===== config.mk =====
export PLATFORM = sky130hd
export DESIGN_NAME = qsrs_supervisor
export DESIGN_NICKNAME = d
export VERILOG_FILES = /design/src/shared/qsrs_pkg.sv /design/src/qsrs_supervisor.sv
export VERILOG_INCLUDE_DIRS = /design/src /design/src/shared
export SDC_FILE = /design/constraint.sdc
export NUM_CORES = 1
export LEC_CHECK = 0
export BUFFER_PORTS_ARGS = -buffer_cell sky130_fd_sc_hd__buf_4
export CORE_ASPECT_RATIO = 0.7
export CORE_UTILIZATION = 25
export CTS_CLUSTER_DIAMETER = 60
export DETAILED_ROUTE_END_ITERATION = 8
export HOLD_SLACK_MARGIN = 0.05
export PLACE_DENSITY = 0.41
export SYNTH_ARGS = -nofsm -noshare
export SYNTH_HDL_FRONTEND = slang
export SYNTH_SLANG_ARGS = --single-unit

===== constraint.sdc =====
create_clock -name clk -period 6.23 [get_ports clk]
set_input_delay 0.623 -clock clk [delete_from_list [all_inputs] [get_ports clk]]
set_output_delay 0.623 -clock clk [all_outputs]
set_load 0.01 [all_outputs]

===== src/shared/qsrs_defs.svh =====
// Purpose: timing counts and codes for the quad supply reset supervisor
// Assumes: 50 MHz clock, 20 ns period
// Notes:   counts above 4096 cycles are also top-level parameters
//
// Overview of operation
// RULE1: Any channel fault pulls reset low immediately.
// RULE2: All good: hold reset timeout, then release.
// RULE3: Adjust modes compare 0.5V; negative inverts polarity.
// RULE4: Power-up decodes 4-bit threshold code per channel.
// RULE5: Inhibit asserted forces reset output high.
// RULE6: Manual reset debounced, low resets, timed release.
// RULE7: Processor kicks watchdog within every upper timeout.
// RULE8: Upper timeout 1.6s fixed, else capacitor set.
// RULE9: Expiry pulls fault and reset; one timeout release.
// RULE10: Three-state select picks initial watchdog timeout.
// RULE11: Channel good flags follow comparators, undelayed.
// RULE12: Reset low until configured, then until good.
// RULE13: Initial timeout: low x1, open x8, high x64.
// RULE14: Watchdog runs unreset; fault cleared by kick/undervoltage.
// RULE15: Sample program inputs 500us once, then enable comparators.
// RULE16: Watchdog pin to ground disables watchdog entirely.
// RULE17: Timers are parameterised counters; inputs synchronised.
// RULE18: Kicks ignored in reset; restart with initial timeout.
`ifndef QSRS_DEFS_SVH
`define QSRS_DEFS_SVH

`define QSRS_CLK_HZ          50000000
`define QSRS_RST_TIMEOUT_MS  200
// Counts are written out: the products overflow 32-bit integer arithmetic
`define QSRS_RST_CYCLES      40'h0000989680
`define QSRS_WDT_UPPER_MS    1600
`define QSRS_WDT_CYCLES      40'h0004c4b400
`define QSRS_CFG_US          500
`define QSRS_CFG_CYCLES      40'h00000061a8
`define QSRS_DEB_US          1000
`define QSRS_DEB_CYCLES      40'h000000c350
`define QSRS_CNT_W           40
`define QSRS_CODE_POS_ADJ    4'hf
`define QSRS_CODE_NEG_ADJ    4'h0

`endif


===== src/shared/qsrs_pkg.sv =====
// Purpose: types for the quad supply reset supervisor
// Assumes: nothing
// Notes:   constants live in qsrs_defs.svh
package qsrs_pkg;
    typedef enum logic [1:0] {
        QSRS_SEL_LOW,
        QSRS_SEL_OPEN,
        QSRS_SEL_HIGH
    } qsrs_sel_t;

    typedef enum logic [1:0] {
        QSRS_PIN_GND,
        QSRS_PIN_CAP,
        QSRS_PIN_SUPPLY
    } qsrs_pin_t;

    typedef enum logic [1:0] {
        QSRS_ST_CONFIG,
        QSRS_ST_HOLD,
        QSRS_ST_TIMING,
        QSRS_ST_RUN
    } qsrs_state_t;
endpackage : qsrs_pkg


===== src/qsrs_supervisor.sv =====
// Purpose: reset supervisor for four supply channels with watchdog
// Assumes: comparators are outside; each gives raw above-threshold levels
// Notes:   capacitor-set delays arrive as cycle counts on ports
`timescale 1ns/1ps
`default_nettype none
`include "qsrs_defs.svh"

module qsrs_supervisor #(
    parameter logic [39:0] RST_CYCLES = 40'(`QSRS_RST_CYCLES),
    parameter logic [39:0] WDT_CYCLES = 40'(`QSRS_WDT_CYCLES),
    parameter logic [39:0] CFG_CYCLES = 40'(`QSRS_CFG_CYCLES),
    parameter logic [39:0] DEB_CYCLES = 40'(`QSRS_DEB_CYCLES)
) (
    // Clock and power-on reset
    input  wire  logic                clk,
    input  wire  logic                rst,
    // Channel comparators and program codes
    input  wire  logic [3:0]          above_threshold,
    input  wire  logic [15:0]         threshold_program_inputs,
    // Control pins
    input  wire  logic                manual_reset_n,
    input  wire  logic                reset_inhibit_n,
    input  wire  logic                watchdog_kick,
    input  wire  qsrs_pkg::qsrs_sel_t initial_timeout_select,
    input  wire  qsrs_pkg::qsrs_pin_t watchdog_period_pin,
    input  wire  logic                reset_delay_is_cap,
    input  wire  logic [39:0]         cap_reset_cycles,
    input  wire  logic [39:0]         cap_watchdog_cycles,
    // Outputs
    output logic                      system_reset_n,
    output logic                      watchdog_fault_n,
    output logic [3:0]                channel_good_flags,
    output logic [15:0]               threshold_codes,
    output logic                      config_done
);

    // ------------------------------------------------------------
    // Synchronisers
    // ------------------------------------------------------------
    logic [3:0] ch_s1_ff, ch_s2_ff, ch_s3_ff;
    logic [2:0] pin_s1_ff, pin_s2_ff, pin_s3_ff;
    logic [3:0] ch_ok_ff;
    logic       mr_lvl_ff, inh_lvl_ff, kick_lvl_ff;

    always_ff @(posedge clk) begin // [RULE17]
        if (rst) begin
            ch_s1_ff <= 4'h0;
            ch_s2_ff <= 4'h0;
            ch_s3_ff <= 4'h0;
        end else begin
            ch_s1_ff <= above_threshold;
            ch_s2_ff <= ch_s1_ff;
            ch_s3_ff <= ch_s2_ff;
        end
    end

    // Kick idles low after reset, so no false edge follows it
    always_ff @(posedge clk) begin // [RULE17]
        if (rst) begin
            pin_s1_ff <= 3'h3;
            pin_s2_ff <= 3'h3;
            pin_s3_ff <= 3'h3;
        end else begin
            pin_s1_ff <= {watchdog_kick, reset_inhibit_n, manual_reset_n};
            pin_s2_ff <= pin_s1_ff;
            pin_s3_ff <= pin_s2_ff;
        end
    end

    // A change counts only once stages two and three agree
    always_ff @(posedge clk) begin // [RULE17]
        if (rst) begin
            ch_ok_ff <= 4'h0;
        end else begin
            for (int i = 0; i < 4; i++) begin
                if (ch_s2_ff[i] == ch_s3_ff[i])
                    ch_ok_ff[i] <= ch_s3_ff[i];
            end
        end
    end

    always_ff @(posedge clk) begin // [RULE17]
        if (rst) begin
            mr_lvl_ff   <= 1'b1;
            inh_lvl_ff  <= 1'b1;
            kick_lvl_ff <= 1'b0;
        end else begin
            if (pin_s2_ff[0] == pin_s3_ff[0]) mr_lvl_ff   <= pin_s3_ff[0];
            if (pin_s2_ff[1] == pin_s3_ff[1]) inh_lvl_ff  <= pin_s3_ff[1];
            if (pin_s2_ff[2] == pin_s3_ff[2]) kick_lvl_ff <= pin_s3_ff[2];
        end
    end

    // ------------------------------------------------------------
    // Counter helpers
    // ------------------------------------------------------------
    // A zero length counts as done at once, so a zero capacitor count cannot hang a timer
    function automatic logic cnt_done(input logic [39:0] cnt, input logic [39:0] len);
        cnt_done = (len == 40'h0) || (cnt >= len - 40'h1);
    endfunction : cnt_done

    // Long capacitor periods saturate rather than wrap when scaled
    function automatic logic [39:0] scale_len(input logic [39:0] len, input logic [2:0] sh);
        logic [79:0] wide;
        wide      = {40'h0, len} << sh;
        scale_len = (wide[79:40] != 40'h0) ? 40'hffffffffff : wide[39:0];
    endfunction : scale_len

    // ------------------------------------------------------------
    // Configuration
    // ------------------------------------------------------------
    logic [39:0] cfg_cnt_ff;
    logic        cfg_done_ff;
    logic [15:0] code_ff;

    // The last code sampled before the window closes is the one kept
    always_ff @(posedge clk) begin // [RULE15]
        if (rst) begin
            cfg_cnt_ff  <= 40'h0;
            cfg_done_ff <= 1'b0;
            code_ff     <= 16'h0;
        end else if (!cfg_done_ff) begin
            code_ff <= threshold_program_inputs; // [RULE4]
            if (cnt_done(cfg_cnt_ff, CFG_CYCLES))
                cfg_done_ff <= 1'b1;
            else
                cfg_cnt_ff <= cfg_cnt_ff + 40'h1;
        end
    end

    // Negative-adjust channel is good while its input stays below 0.5V
    function automatic logic ch_good(input logic [3:0] code, input logic above);
        ch_good = (code == `QSRS_CODE_NEG_ADJ) ? !above : above; // [RULE3]
    endfunction : ch_good

    logic [3:0] good;
    always_comb begin
        for (int i = 0; i < 4; i++)
            good[i] = cfg_done_ff && ch_good(code_ff[i*4 +: 4], ch_ok_ff[i]);
    end
    logic all_good;
    assign all_good = &good;

    // ------------------------------------------------------------
    // Manual reset debounce
    // ------------------------------------------------------------
    logic [39:0] deb_cnt_ff;
    logic        mr_deb_ff;

    always_ff @(posedge clk) begin // [RULE6]
        if (rst) begin
            deb_cnt_ff <= 40'h0;
            mr_deb_ff  <= 1'b1;
        end else if (!mr_lvl_ff) begin
            mr_deb_ff  <= 1'b0;
            deb_cnt_ff <= 40'h0;
        end else if (!mr_deb_ff) begin
            if (cnt_done(deb_cnt_ff, DEB_CYCLES))
                mr_deb_ff <= 1'b1;
            else
                deb_cnt_ff <= deb_cnt_ff + 40'h1;
        end
    end

    // ------------------------------------------------------------
    // Reset sequencer
    // ------------------------------------------------------------
    qsrs_pkg::qsrs_state_t st_ff, nxt_st;
    logic [39:0] rst_cnt_ff;
    logic [39:0] rst_len;
    logic        wdt_expire;
    logic        force_low;

    assign rst_len   = reset_delay_is_cap ? cap_reset_cycles : RST_CYCLES; // [RULE2]
    assign force_low = !all_good || !mr_deb_ff; // [RULE1] [RULE6] [RULE12]

    // HOLD waits for every cause of reset to clear before timing starts
    always_comb begin
        nxt_st = st_ff;
        case (st_ff)
            qsrs_pkg::QSRS_ST_CONFIG: if (cfg_done_ff) nxt_st = qsrs_pkg::QSRS_ST_HOLD;
            qsrs_pkg::QSRS_ST_HOLD:   if (!force_low) nxt_st = qsrs_pkg::QSRS_ST_TIMING;
            qsrs_pkg::QSRS_ST_TIMING: begin
                if (force_low)
                    nxt_st = qsrs_pkg::QSRS_ST_HOLD;
                else if (cnt_done(rst_cnt_ff, rst_len))
                    nxt_st = qsrs_pkg::QSRS_ST_RUN; // [RULE2]
            end
            qsrs_pkg::QSRS_ST_RUN: begin
                if (force_low)
                    nxt_st = qsrs_pkg::QSRS_ST_HOLD;
                else if (wdt_expire)
                    nxt_st = qsrs_pkg::QSRS_ST_TIMING; // [RULE9]
            end
            default: nxt_st = qsrs_pkg::QSRS_ST_CONFIG;
        endcase
    end

    always_ff @(posedge clk) begin
        if (rst) st_ff <= qsrs_pkg::QSRS_ST_CONFIG;
        else     st_ff <= nxt_st;
    end

    always_ff @(posedge clk) begin
        if (rst || st_ff != qsrs_pkg::QSRS_ST_TIMING)
            rst_cnt_ff <= 40'h0;
        else
            rst_cnt_ff <= rst_cnt_ff + 40'h1;
    end

    // ------------------------------------------------------------
    // Watchdog
    // ------------------------------------------------------------
    logic        kick_d_ff;
    logic        first_ff;
    logic [39:0] wdt_cnt_ff;
    logic [39:0] upper_len, wdt_len;
    logic        kick_edge, wdt_on, run;

    assign run       = (st_ff == qsrs_pkg::QSRS_ST_RUN) && !force_low;
    assign kick_edge = kick_lvl_ff ^ kick_d_ff;
    assign wdt_on    = (watchdog_period_pin != qsrs_pkg::QSRS_PIN_GND); // [RULE16]
    assign upper_len = (watchdog_period_pin == qsrs_pkg::QSRS_PIN_SUPPLY) ?
                       WDT_CYCLES : cap_watchdog_cycles; // [RULE8]

    always_comb begin // [RULE10] [RULE13]
        wdt_len = upper_len;
        if (first_ff) begin
            case (initial_timeout_select)
                qsrs_pkg::QSRS_SEL_OPEN: wdt_len = scale_len(upper_len, 3'h3);
                qsrs_pkg::QSRS_SEL_HIGH: wdt_len = scale_len(upper_len, 3'h6);
                default:                 wdt_len = upper_len;
            endcase
        end
    end

    assign wdt_expire = wdt_on && run && !kick_edge && cnt_done(wdt_cnt_ff, wdt_len); // [RULE7]

    always_ff @(posedge clk) begin
        if (rst) kick_d_ff <= 1'b0;
        else     kick_d_ff <= kick_lvl_ff;
    end

    // Leaving the run state restarts the count at the initial length
    always_ff @(posedge clk) begin // [RULE14] [RULE18]
        if (rst || !run) begin
            wdt_cnt_ff <= 40'h0;
            first_ff   <= 1'b1;
        end else if (kick_edge) begin
            wdt_cnt_ff <= 40'h0;
            first_ff   <= 1'b0;
        end else if (wdt_expire) begin
            wdt_cnt_ff <= 40'h0;
        end else begin
            wdt_cnt_ff <= wdt_cnt_ff + 40'h1;
        end
    end

    // Fault stays latched through the reset timeout; a kick once running, undervoltage or a grounded period pin clears it
    always_ff @(posedge clk) begin // [RULE9] [RULE14]
        if (rst)
            watchdog_fault_n <= 1'b1;
        else if (wdt_expire)
            watchdog_fault_n <= 1'b0;
        else if (!wdt_on)
            watchdog_fault_n <= 1'b1; // [RULE16]
        else if (!all_good && cfg_done_ff)
            watchdog_fault_n <= 1'b1;
        else if (run && kick_edge)
            watchdog_fault_n <= 1'b1;
    end

    // ------------------------------------------------------------
    // Outputs
    // ------------------------------------------------------------
    // Inhibit wins over every reset source; the sequencer keeps running underneath
    always_ff @(posedge clk) begin
        if (rst)
            system_reset_n <= 1'b0;
        else
            system_reset_n <= !inh_lvl_ff || (nxt_st == qsrs_pkg::QSRS_ST_RUN); // [RULE5]
    end

    // Flags bypass the reset timeout on purpose
    always_ff @(posedge clk) begin
        if (rst)
            channel_good_flags <= 4'h0;
        else
            channel_good_flags <= good; // [RULE11]
    end

    always_ff @(posedge clk) begin
        if (rst) begin
            threshold_codes <= 16'h0;
            config_done     <= 1'b0;
        end else begin
            threshold_codes <= code_ff;
            config_done     <= cfg_done_ff; // [RULE15]
        end
    end

endmodule : qsrs_supervisor
`default_nettype wire


==> metrics.md <==
| Metric | Value |
|---|---|
| Status | finished, final reports clean |
| Worst EP required | 6.69 ns |
| Ys async rst share | 0% |
| Core area | 54200 um^2 |
| Tot Pwr | 3.66 mW |
| Top FF cell, synth | dfxtp_1 |
| Fill count | 5796 |
| Share of power burned in registers | 41.5% |
| Synth top area share | 33.7% |
| Post-synthesis cell type count | 77 |
| Htree depth | 1 |
| WL final | 40.9 mm |
| Avg Inst Size Synth | 8.27 um^2 |
| Worst Max-Slew Pin Slew | 1.15 ns |
| Reg clk slew, reported paths | 0.07 ns |
| Layout Nets | 1986 |
| Number of diodes | 0 |
| Vias in the first global route | 11600 |
| Final setup viols | 0 |
| Worst-path maximum fanout | 28 |
| Gp weighted congestion | 0.863 |
| CTS tree | built |
| Cell taking the most area after synthesis | dfxtp_1 |
| Num rows | 71 |
| Max transition margin | 23.0% |
| Setup tns final | 0 ns |
| Leakage power | 6.24 nW |
| IO Pins | 133 |
| Grt total ovfl | 0 |
| Routed via count | 12300 |
| Initial antenna violation count | 1 |
| Clk buf depth | 3 |
| RSZ-0062 raised after global routing | false |
| Placed cell areas | 15700 um^2 |
| Number of synthesized register bits | 233 |
| Area contributors post-synth | dfxtp_1, ha_1, xor2_1 |
| DR iter-0 viols | 738 |
| First-pass GRT wire length | 65.9 mm |
| Post-route cell area | 16600 um^2 |
| Initial cell density of the core | 25.5% |
| Combinational power share | 14.8% |
| Post-Syn Nets | 1872 |
| Layout area overhead | 19.9% |
| Final min period | 5.27 ns |
| Largest net degree at the start of global routing | 63 |
| Clock root buffer master | clkbuf_16 |
| Int Power | 2.68 mW |
| DRC | 0 |
| Hold Path Class | in -> reg |
| WS Path Type | in -> reg |
| ANT nets after route | 0 |
| Clock insertion delay at the later pin of the skew report | 0.55 ns |
| I/O Buffers | 132 |
| Inserted Clock Buffers | 25 |
| Die area | 56300 um^2 |
| Pwr dens | 220 nW/um^2 |
| CTS Sinks | 233 |
| TritonRoute pass-1 iters | 5 |
| Post-CTS sizing | 0 |
| Setup repair bufs after CTS | 0 |
| Mapped cell area | 13800 um^2 |
| Final hold violations | 0 |
| CP Capture Type | flop |
| Post-Syn Instances | 1673 |
| Post-CTS Hold Buffers | 0 |
| Maximum VDD drop | 0.172 mV |
| Clk_skew | 0.0162 ns |
| Sw Ratio | 26.6% |
| Synth warnings | 0 |
| Max Clock Freq | 190 MHz |
| Fraction of layout cells with a size suffix above 1 | 13.7% |
| Die Span Y | 199 um |
| Net Sw Power | 0.973 mW |
| Die X | 283 um |
| Via density | 4.87 |
| Fin crit share | 84.6% |
| Post-DP HPWL | 31.3 mm |
| Startpoint types | input pin |
| Drt wl/cell | 16.1 um |
| Total GRT Usage | 14.4% |
| Arrival @ worst endpoint | 5.73 ns |
| Seq/Total Area, Yosys | 33.7% |
| Maxcap violations | 0 |
| Post-synth EDFFs | 0 |
| Clock power frac | 43.7% |
| Hold WS | 0.270 ns |
| Slew Limit Fails | 0 |
[worst max-delay path, stage by stage]
cell       delay, ns
buf_4           0.11
or4_1           0.61
buf_4           0.22
a221oi_1        0.34
a221oi_1        0.18
nor4_1          0.54
nand3_1         0.25
nor4_4          0.47
buf_4           0.23
nand2_1         0.07
xnor2_1         0.12
ha_1            0.32
nand2_1         0.07
nor2_1          0.03
a2111oi_0       0.40
o31ai_1         0.14
a31oi_1         0.18
o31a_1          0.23
o21ai_2         0.08
buf_4           0.24
a211oi_1        0.25
[kinds of logic after synthesis]
group                    synth area share (%)
AND/OR/NAND/NOR                          28.1
AO/OA/AOI/OAI                            16.0
flip-flops                               33.7
XOR/XNOR                                 9.42
multiplexers                             1.66
buffers and inverters                    3.02
adder cells (fa/ha/maj)                  8.05
[cells in the mapped netlist, drive strengths merged, types with 11 or more instances]
cell,number
dfxtp,233
nand2,161
nor2,160
xor2,95
ha,89
nand3,78
o21ai,76
nor2b,69
a21oi,67
clkbuf,67
xnor2,53
a211oi,49
nor3,44
and2,41
nand4,35
or3,33
nor4,30
a31oi,24
mux2i,23
inv,22
and3,20
nand2b,17
and4,15
or2,15
buf,14
o211ai,12
a221oi,11
o31ai,11
[through the flow]
step	setup slack, ns	cells	utilization (%)
finish	0.958	2536	30.6
global route	0.652	2536	30.6
CTS	1.10	2536	30.6
detailed placement	0.517	2490	29.0
global placement	0.541	2490	29.0
floorplan	0.915	1673	-
[registers in the layout (all words and copies together), names as in the netlist, 2 cells and up]
signal and count:
deb_cnt_ff 40, pin_s3_ff 3, ch_s1_ff 4, pin_s1_ff 3
code_ff 16, ch_s3_ff 4, pin_s2_ff 3, threshold_codes 16
rst_cnt_ff 40, ch_ok_ff 4, wdt_cnt_ff 40, cfg_cnt_ff 40
channel_good_flags 4, st_ff 2, ch_s2_ff 4
[power by group through the flow]
stage	Clock, mW	Sequential (mW)	Combinational (mW)
after floorplan	0	1.55	0.319
after global placement	0	1.55	0.537
after detailed placement	0	1.55	0.535
after CTS	1.67	1.52	0.539
after global routing	1.74	1.52	0.593
final	1.60	1.52	0.541
[cell usage in the layout, fill, tap and decap left out, types with 11 or more instances in the layout]
cell type  count
mux2i_1       23
o21ai_0       74
nand2b_1      16
o211ai_1      11
nor2b_1       67
ha_1          89
nor3_1        43
dfxtp_1      233
or3_1         32
and4_1        15
nor4_1        26
and2_1        39
clkbuf_16     25
a221oi_1      11
nand4_1       35
and3_1        20
or2_2         15
o31ai_1       11
xor2_1        95
nor2_1       160
a31oi_1       23
nand2_1      161
a21oi_1       66
nand3_1       78
a211oi_1      49
inv_1         22
xnor2_1       52
buf_4        167
[area by class of cell]
class / instances / area [um^2] / share of cell area, %
Clock buffer: 34 / 739 / 4.46
Clock inverter: 12 / 161 / 0.973
Inverter: 22 / 82.6 / 0.498
Multi-Input combinational cell: 1337 / 8760 / 52.8
Sequential cell: 233 / 4660 / 28.1
Tap cell: 730 / 913 / 5.50
Timing Repair Buffer: 168 / 1270 / 7.67
[metal layers]
layer  part of all wire [%]  global-route usage [%]  wire [um]  up-vias
met5                  0.032                       0         13        -
met4                    1.6                    2.90        639        2
met3                    4.8                    2.49       1980       41
met2                     39                    19.7      16000      265
met1                     55                    22.8      22300     5746
li1                       -                       -          -     6284
[worst paths after layout]
kind | startpoint | end | slack [ns] | depth (start not counted)
worst min-delay path | reset_inhibit_n | pin_s1_ff[1]$_SDFF_PP1_ | 0.27 | 2
worst max-delay path | cap_watchdog_cycles[36] | wdt_cnt_ff[2]$_SDFF_PP0_ | 0.96 | 21
worst max register to register | first_ff$_SDFFE_PP1P_ | wdt_cnt_ff[2]$_SDFF_PP0_ | 1.22 | 20
worst min register to register | pin_s1_ff[1]$_SDFF_PP1_ | pin_s2_ff[1]$_SDFF_PP1_ | 0.42 | 1
No activity file was read; power rests on OpenSTA's default activity.
